**config.mk**
```make
export PLATFORM = sky130hd
export DESIGN_NAME = sarr_readout
export DESIGN_NICKNAME = d
export VERILOG_FILES = /design/src/sarr_pkg.sv /design/src/sarr_readout.sv
export SDC_FILE = /design/constraint.sdc
export NUM_CORES = 1
export LEC_CHECK = 0
export BUFFER_PORTS_ARGS = -buffer_cell sky130_fd_sc_hd__buf_2
export CAP_MARGIN = 20
export CORE_MARGIN = 5
export CORE_UTILIZATION = 35
export CTS_CLUSTER_DIAMETER = 60
export DETAILED_ROUTE_END_ITERATION = 16
export PLACE_DENSITY = 0.6
export SLEW_MARGIN = 20
export SYNTH_ARGS = -nofsm -noshare
export SYNTH_HDL_FRONTEND = slang
export SYNTH_HIERARCHICAL = 1
export SYNTH_SLANG_ARGS = --single-unit
```
**constraint.sdc**
```tcl
create_clock -name i_clk -period 7 [get_ports i_clk]
set_clock_uncertainty 0.2 [all_clocks]
set_input_delay 0.7 -clock i_clk [delete_from_list [all_inputs] [get_ports i_clk]]
set_output_delay 0.7 -clock i_clk [all_outputs]
set_load 0.02 [all_outputs]
```
**src/sarr_pkg.sv**
```systemverilog
// Shared constants and carriers for the serial result readout.
// Assumes a single 20 MHz core clock; all link pins sampled on it.
package sarr_pkg;
	// ==========================================================
	// Frame layout
	localparam int RES_BITS = 12;
	localparam int LEAD_ZEROS = 4;
	localparam int FRAME_FALLS = 16;
	localparam logic [4:0] CNT_LAST_DECIDE = 5'h0B;
	localparam logic [4:0] CNT_FIRST_DATA = 5'h03;
	localparam logic [4:0] CNT_RELEASE = 5'h0F;
	localparam logic [11:0] TRIAL_START = 12'h800;
	localparam logic [11:0] ZERO_CODE = 12'h000;
	localparam int FIFO_DEPTH = 8;

	// ==========================================================
	// Timing
	localparam int CLK_HZ = 20_000_000;
	localparam int CLK_PERIOD_NS = 1_000_000_000 / CLK_HZ;
	localparam int QUIET_MIN_NS = 60;
	localparam int QUIET_MIN_CYC = (QUIET_MIN_NS + CLK_PERIOD_NS - 1) / CLK_PERIOD_NS;
	localparam int DRIVE_MAX_NS = 20;
	localparam int DRIVE_MAX_CYC = (DRIVE_MAX_NS / CLK_PERIOD_NS) < 1 ? 1 :
		(DRIVE_MAX_NS / CLK_PERIOD_NS);
	localparam int POWERUP_MAX_NS = 1000;
	localparam int POWERUP_MAX_CYC = POWERUP_MAX_NS / CLK_PERIOD_NS;

	// ==========================================================
	// Sequencer and bit buffer state
	typedef enum logic [2:0] {
		ST_IDLE = 3'b001,
		ST_CONV = 3'b010,
		ST_DONE = 3'b100
	} sarr_mode_e;

	typedef struct packed {
		sarr_mode_e mode;
		logic sclk_q;
		logic cs_q_n;
		logic [4:0] cnt;
		logic [11:0] trial;
		logic [11:0] mask;
		logic dout;
		logic oe;
		logic sample;
		logic [11:0] result;
		logic res_valid;
	} sarr_state_s;

	typedef struct packed {
		logic [3:0] cnt;
		logic [2:0] wr_ptr;
		logic [2:0] rd_ptr;
	} sarr_fifo_s;
endpackage : sarr_pkg

```
**src/sarr_readout.sv**
```systemverilog
// Serial result readout: select-framed SAR sequencer and bit shifter.
// Assumes select, serial clock and comparator are synchronous to i_clk.

// ==========================================================
// Bit FIFO between the decision logic and the shifter
// Decisions run three falls ahead of the shifter, so at most three bits wait;
// eight words leave slack, so the search never stalls in normal use.
module sarr_fifo #(
	parameter int WIDTH = 1,
	parameter int DEPTH = 8
) (
	// Clock and reset
	input wire logic i_clk,
	input wire logic i_rst,
	input wire logic i_flush,
	// Fill side
	input wire logic i_in_valid,
	output logic o_in_ready,
	input wire logic [WIDTH-1:0] i_in_data,
	// Drain side
	output logic o_out_valid,
	input wire logic i_out_ready,
	output logic [WIDTH-1:0] o_out_data
);
	// Occupancy needs one bit more than the pointers
	localparam int AW = $clog2(DEPTH);
	logic [WIDTH-1:0] mem [DEPTH];
	logic [AW-1:0] wr_ptr_ff;
	logic [AW-1:0] rd_ptr_ff;
	logic [AW:0] cnt_ff;
	logic push;
	logic pop;

	// Honest flags straight from the occupancy count
	assign o_in_ready = (cnt_ff != (AW+1)'(DEPTH));
	assign o_out_valid = (cnt_ff != '0);
	assign o_out_data = mem[rd_ptr_ff];
	assign push = i_in_valid & o_in_ready;
	assign pop = i_out_ready & o_out_valid;

	// Pointers and count; flush drops a partial frame
	always_ff @(posedge i_clk or posedge i_rst) begin
		if (i_rst) begin
			wr_ptr_ff <= '0;
			rd_ptr_ff <= '0;
			cnt_ff <= '0;
		end else if (i_flush) begin
			wr_ptr_ff <= '0;
			rd_ptr_ff <= '0;
			cnt_ff <= '0;
		end else begin
			if (push) begin
				wr_ptr_ff <= wr_ptr_ff + 1'b1;
			end
			if (pop) begin
				rd_ptr_ff <= rd_ptr_ff + 1'b1;
			end
			cnt_ff <= cnt_ff + (AW+1)'(push) - (AW+1)'(pop);
		end
	end

	// Storage needs no reset; reads are gated by the count
	always_ff @(posedge i_clk) begin
		if (push) begin
			mem[wr_ptr_ff] <= i_in_data;
		end
	end
endmodule : sarr_fifo

// ==========================================================
// Top: sequencer and serial output
// The serial clock is only a level seen on i_clk; each level must last at
// least one core cycle, or a fall is missed and the frame slips.
module sarr_readout (
	// Clock and reset
	input wire logic i_clk,
	input wire logic i_rst,
	// Host link
	input wire logic i_select_n,
	input wire logic i_sclk,
	output logic o_serial_result_out,
	output logic o_serial_result_oe,
	// Analog front end
	input wire logic i_cmp_above,
	output logic [11:0] o_dac_trial,
	output logic o_sample_hold,
	// Parallel result
	output logic [11:0] o_result,
	output logic o_result_valid
);
	// Sequencer state in one register, next value built beside it; the bit buffer keeps its own
	sarr_pkg::sarr_state_s s_ff;
	sarr_pkg::sarr_state_s nxt_s;
	logic fall;
	logic cs_fall;
	logic push;
	logic pop;
	logic fifo_in_ready;
	logic fifo_out_valid;
	logic fifo_out_data;
	logic [11:0] kept;

	// Edge detects on the synchronously sampled pins
	assign fall = s_ff.sclk_q & ~i_sclk;
	assign cs_fall = s_ff.cs_q_n & ~i_select_n;
	// Comparator keeps or drops the trial bit; codes rise with input
	assign kept = i_cmp_above ? s_ff.trial : (s_ff.trial & ~s_ff.mask);
	// Decide one bit on each of the first twelve serial clock falls
	assign push = (s_ff.mode == sarr_pkg::ST_CONV) & fall & ~i_select_n &
		(s_ff.cnt <= sarr_pkg::CNT_LAST_DECIDE) & (s_ff.mask != sarr_pkg::ZERO_CODE);
	// Result bits leave after the leading zeros
	assign pop = (s_ff.mode == sarr_pkg::ST_CONV) & fall & ~i_select_n &
		(s_ff.cnt >= sarr_pkg::CNT_FIRST_DATA) & (s_ff.cnt < sarr_pkg::CNT_RELEASE);

	// Bit buffer; a high select flushes whatever an aborted frame left
	sarr_fifo #(
		.WIDTH(1),
		.DEPTH(sarr_pkg::FIFO_DEPTH)
	) u_fifo (
		.i_clk(i_clk),
		.i_rst(i_rst),
		.i_flush(i_select_n),
		.i_in_valid(push),
		.o_in_ready(fifo_in_ready),
		.i_in_data(i_cmp_above),
		.o_out_valid(fifo_out_valid),
		.i_out_ready(pop),
		.o_out_data(fifo_out_data)
	);

	// Next-state logic
	always_comb begin
		nxt_s = s_ff;
		nxt_s.sclk_q = i_sclk;
		nxt_s.cs_q_n = i_select_n;
		nxt_s.sample = 1'b0;
		nxt_s.res_valid = 1'b0;
		// Deselect wins over every state, so an aborted frame leaves no result
		if (i_select_n) begin
			// No part in any transfer while deselected
			nxt_s.mode = sarr_pkg::ST_IDLE;
			nxt_s.oe = 1'b0;
			nxt_s.dout = 1'b0;
			nxt_s.cnt = '0;
		end else begin
			unique case (s_ff.mode)
				sarr_pkg::ST_IDLE: begin
					// Select fall samples and drives a zero next cycle
					if (cs_fall) begin
						nxt_s.mode = sarr_pkg::ST_CONV;
						nxt_s.cnt = '0;
						nxt_s.oe = 1'b1;
						nxt_s.dout = 1'b0;
						nxt_s.trial = sarr_pkg::TRIAL_START;
						nxt_s.mask = sarr_pkg::TRIAL_START;
						nxt_s.sample = 1'b1;
					end
				end
				sarr_pkg::ST_CONV: begin
					if (fall) begin
						nxt_s.cnt = s_ff.cnt + 5'h01;
						// A full buffer holds the search rather than lose a bit
						if (push && fifo_in_ready) begin
							nxt_s.trial = kept | (s_ff.mask >> 1);
							nxt_s.mask = s_ff.mask >> 1;
							if (s_ff.cnt == sarr_pkg::CNT_LAST_DECIDE) begin
								nxt_s.result = kept;
								nxt_s.res_valid = 1'b1;
							end
						end
						// Data moves only on falling edges
						if (pop) begin
							nxt_s.dout = fifo_out_valid ? fifo_out_data : 1'b0;
						end else begin
							nxt_s.dout = 1'b0;
						end
						// Sixteenth fall lets go of the line
						if (s_ff.cnt == sarr_pkg::CNT_RELEASE) begin
							nxt_s.oe = 1'b0;
							nxt_s.mode = sarr_pkg::ST_DONE;
						end
					end
				end
				sarr_pkg::ST_DONE: begin
					// Wait for select to rise before a new frame
					// Further falls are ignored; extra clocks read a released line
					nxt_s.oe = 1'b0;
				end
			endcase
		end
	end

	// State register; pins idle high so no false edge after reset
	always_ff @(posedge i_clk or posedge i_rst) begin
		if (i_rst) begin
			s_ff <= '{mode: sarr_pkg::ST_IDLE, sclk_q: 1'b1, cs_q_n: 1'b1,
				cnt: 5'h00, trial: 12'h000, mask: 12'h000, dout: 1'b0,
				oe: 1'b0, sample: 1'b0, result: 12'h000, res_valid: 1'b0};
		end else begin
			s_ff <= nxt_s;
		end
	end

	// Outputs straight from the state register
	assign o_serial_result_out = s_ff.dout;
	assign o_serial_result_oe = s_ff.oe;
	assign o_dac_trial = s_ff.trial;
	assign o_sample_hold = s_ff.sample;
	assign o_result = s_ff.result;
	assign o_result_valid = s_ff.res_valid;
endmodule : sarr_readout

```
==> flow_results.org <==
** Run status
- Run status :: completed

** Final layout
- Net count of the finished layout :: 343
- Filler cells :: 969
- In the final layout, the share of cells above drive strength 1 is 0.2289.
- 0 antenna diodes ended up in the layout.
- Most common cell after layout, fill and taps aside :: dfrtp_1
- From synthesis to final layout, the design area changed by 9.938%.
- The top cell types in the final layout, fill and taps aside, are dfrtp_1 (57), buf_2 (32), nand2_1 (27), a21oi_1 (22), nor2_1 (17).
- Sequential cell area in the final layout :: 0.001745 mm^2
- Summing all multi-input logic gate instances after layout gives 0.001418 mm^2.

** Synth
- Combined area of all synthesized cells :: 0.003450 mm^2
- Multiplexer share of the synthesized area :: 0.06057
- Summed over all instances, the cell type with the most area after synthesis is dfrtp_1.
- Yosys reg bits :: 68
- After synthesis, the largest family of logic cells by area is compound AO/OA/AOI/OAI gates.
- Synthesis produced a netlist with a net count of 332.
- In this run the mean area of a mapped cell was 10.92 um^2.
- Area share of the leading cell type in the synthesized netlist :: 0.4135
- In this run, distinct cell masters in the synthesized netlist total 45.
- Post-synthesis share of cell area spent on and, or, nand and nor gates :: 0.1425
- Number of standard cells after synthesis :: 316
- Post-synthesis adder-cell area fraction :: 0.04207
- Yosys printed 6 warnings.
- Share of the yosys chip area belonging to registers :: 0.5060
- Share of the synthesized area in compound gates (AO/OA/AOI/OAI) :: 0.1563
- Main area contributors after synthesis :: dfrtp_1 (41%), edfxtp_1 (7.0%), buf_4 (5.7%), mux2_2 (4.2%), ha_1 (3.6%)
- Post-synthesis share of cell area spent on xor and xnor gates :: 0.007617

** Global route
- Across every metal layer, demand over resource in global routing totals 0.1266.
- The first global-routing pass estimated 11.81 mm of wire.
- For this run the aggregate overflow at the end of global routing stands at 0.
- The via count of the first global-routing pass is 2371.
- The number of antenna violations at the first check in global routing is 0.
- Pin count of the biggest net entering global routing :: 51

** Clocking
- Clock latency on the worst-skew pair :: 0.34 ns
- Hold-fix buffer count after cts :: 0
- Maximum clock insertion buffer count :: 2
- Total clock sinks :: 68
- Maximum level of the CTS H-tree :: 3
- Clock tree root buffer cell :: clkbuf_8
- The number of setup buffers added after CTS is 0.
- After clock tree synthesis, the clock-pin slew on the worst setup and hold paths is 0.08 ns.
- After clock tree synthesis, the repair step resized 0 gates.
- Clock buffer count from CTS :: 9
- TritonCTS built the clock tree.

** Worst hold path
- Hold crit path type :: input port to asynchronous set/reset pin

** STA
- Tcrit/Tclk final :: 0.4579
- Slew at the pin with the worst max-slew slack :: 0.7938 ns
- Setup violations remaining at the end of the flow were counted as 0.
- The count of final hold-check violations was 0.
- Final critical path time including I/O delays and setup :: 3.205 ns
- Summed over all failing endpoints, the final setup total negative slack is 0 ns.
- Unrepaired setup endpoints after global routing :: no
- Max-slew violation total from the final report :: 0
- Maximum frequency from static timing analysis :: 0.3120 GHz
- The worst pin sits at a relative slew slack of 0.4673.

** Floorplan
- Starting density of the core :: 0.3562
- The die covers 0.01194 mm^2.
- Core ar. :: 0.009684 mm^2
- Pin placement for this block handled 33 I/O pins.
- Measured along the y axis, the die boundary spans 109.3 um.
- The floorplan has 36 rows.
- Die boundary width :: 109.3 um

** Critical path
- STA classifies the critical path endpoint as a register.
- Maximum fanout along the worst path :: 21
- Data arrival time at the worst-slack endpoint :: 3.23 ns
- On the critical path, the stage with the largest delay is an instance of fa_1.
- STA classifies the critical path startpoint as an input port.
- Cells along the critical path :: buf_2 > nor4b_4 > nand2_1 > nor3_1 > inv_1 > nor2_1 > ha_1 > inv_1 > ha_1 > fa_1 > nor2b_1
- Required time of the worst setup path :: 7.02 ns
- Slowest stage delay, CP :: 0.40 ns
- By startpoint and endpoint, the worst setup path is classified as input port to register.

** Placement
- After legalization and detailed placement, the total HPWL measured 4.644 mm.
- Count of input and output buffers :: 32
- The congestion estimate from routability-driven global placement came to 0.8921.

** Route
- Detailed-route wire length per cell :: 14.65 um
- The final layout contains routed wiring with a total length of 6.810 mm.
- Dividing the detail-routed via count by the number of cells gives 4.931.
- Count of vias placed by the detailed router :: 2293
- DR pass1 iterations :: 4
- After the first detailed-routing iteration, the DRC count stood at 150.
- Post-route DRC :: 0
- ANT nets after route :: 0

** Power and ir drop
- Maximum vdd drop :: 0.1101 mV
- Dividing total power by cell area gives a power density of 215.8 mW/mm^2.
- Power comes to 0.0008185 W.
- Leak pwr :: 1.820 nW

** Flow run
- MaxCap Viol Count :: 0
-- per-stage QoR --
stage          hold slack, ns  cell area, um^2  cells  worst slack [ns]  utilization
2_1_floorplan          0.2662             3450    316             3.929            -
3_3_place_gp           0.2781             3568    449             3.503       0.3685
3_5_place_dp           0.2815             3568    449             3.412       0.3685
4_1_cts                0.1438             3792    465             3.794       0.3916
5_1_grt                0.1588             3792    465             3.538       0.3916
6_report               0.1391             3792    465             3.795       0.3916
-- cells in the mapped netlist, drive strengths merged --
| master | n |
|---|---|
| xnor2 | 2 |
| xor2 | 1 |
| a22oi | 2 |
| nand3 | 7 |
| dfstp | 3 |
| and3 | 2 |
| clkbuf | 3 |
| nor4b | 2 |
| a221oi | 1 |
| dfrtp | 57 |
| nor4 | 4 |
| nand2 | 27 |
| buf | 32 |
| a21oi | 22 |
| nor3 | 5 |
| a31oi | 1 |
| inv | 15 |
| nor3b | 4 |
| a22o | 11 |
| ha | 10 |
| nand2b | 6 |
| a21boi | 12 |
| nor2 | 17 |
| mux2i | 1 |
| or2b | 1 |
| o22ai | 1 |
| o21ai | 12 |
| mux4 | 2 |
| a21o | 14 |
| edfxtp | 8 |
| nand4b | 2 |
| a31o | 1 |
| a32o | 1 |
| or3 | 5 |
| o31ai | 2 |
| fa | 1 |
| a211oi | 1 |
| nor2b | 4 |
| and2 | 1 |
| mux2 | 13 |
-- registers in the layout, summed over array words and instances (netlist names) --
name                 count
s_ff                    22
o_dac_trial             12
o_result                12
u_fifo/mem               8
u_fifo/cnt_ff            4
u_fifo/rd_ptr_ff         3
u_fifo/wr_ptr_ff         3
o_result_valid           1
o_sample_hold            1
o_serial_result_oe       1
o_serial_result_out      1
-- area by class of cell --
type	instances	share of cell area
Timing Repair Buffer	35	0.04817
Clock inverter	6	0.02276
Inverter	15	0.01485
Tap cell	133	0.04388
Sequential cell	68	0.4602
Clock buffer	10	0.03629
Multi-Input combinational cell	198	0.3738
-- cells by family (layout without fill, tap and decap cells) --
family                   Yosys count  count (layout)
adder cells (fa/ha/maj)           11              11
XOR/XNOR                           3               3
AND/OR/NAND/NOR                   87              87
AO/OA/AOI/OAI                     81              81
buffers and inverters             50              66
flip-flops                        68              68
multiplexers                      16              16
-- worst paths after layout --
kind                       slack (ns)  depth (start not counted)                   startpoint                           to
setup / recovery                 3.79                         11                   i_select_n   u_fifo/cnt_ff[1]$_DFF_PP0_
hold / removal                   0.14                          2                        i_rst   u_fifo/cnt_ff[3]$_DFF_PP0_
setup reg to reg                 3.89                         10         s_ff[48]$_DFFE_PP0P_   u_fifo/cnt_ff[1]$_DFF_PP0_
hold reg to reg                  0.29                          1  o_dac_trial[11]$_DFFE_PP0P_  o_dac_trial[11]$_DFFE_PP0P_
max in group asynchronous        5.84                          3                        i_rst         s_ff[18]$_DFFE_PP0P_
min in group i_clk               0.28                          1                       i_sclk           s_ff[46]$_DFF_PP1_
-- worst max-delay path: cells and delay by family --
family        cells  cell delay (ns)
simple gates      5             1.29
fa+ha+maj         3             0.84
buf+inv           3             0.39
-- layer usage --
| metal | track usage | up-vias | wire, um |
|---|---|---|---|
| met5 | 0 | - | 0 |
| met4 | 0.03829 | 0 | 79 |
| met3 | 0.03848 | 6 | 226 |
| met2 | 0.1868 | 33 | 3079 |
| met1 | 0.1790 | 1129 | 3425 |
| li1 | - | 1125 | - |
-- where the power goes --
| part | switching, W | internal, W |
|---|---|---|
| Clock | 0.000154 | 0.000210 |
| Sequential | 0.00000806 | 0.000405 |
| Combinational | 0.0000280 | 0.0000132 |
Power figures use the tool's default switching activity.
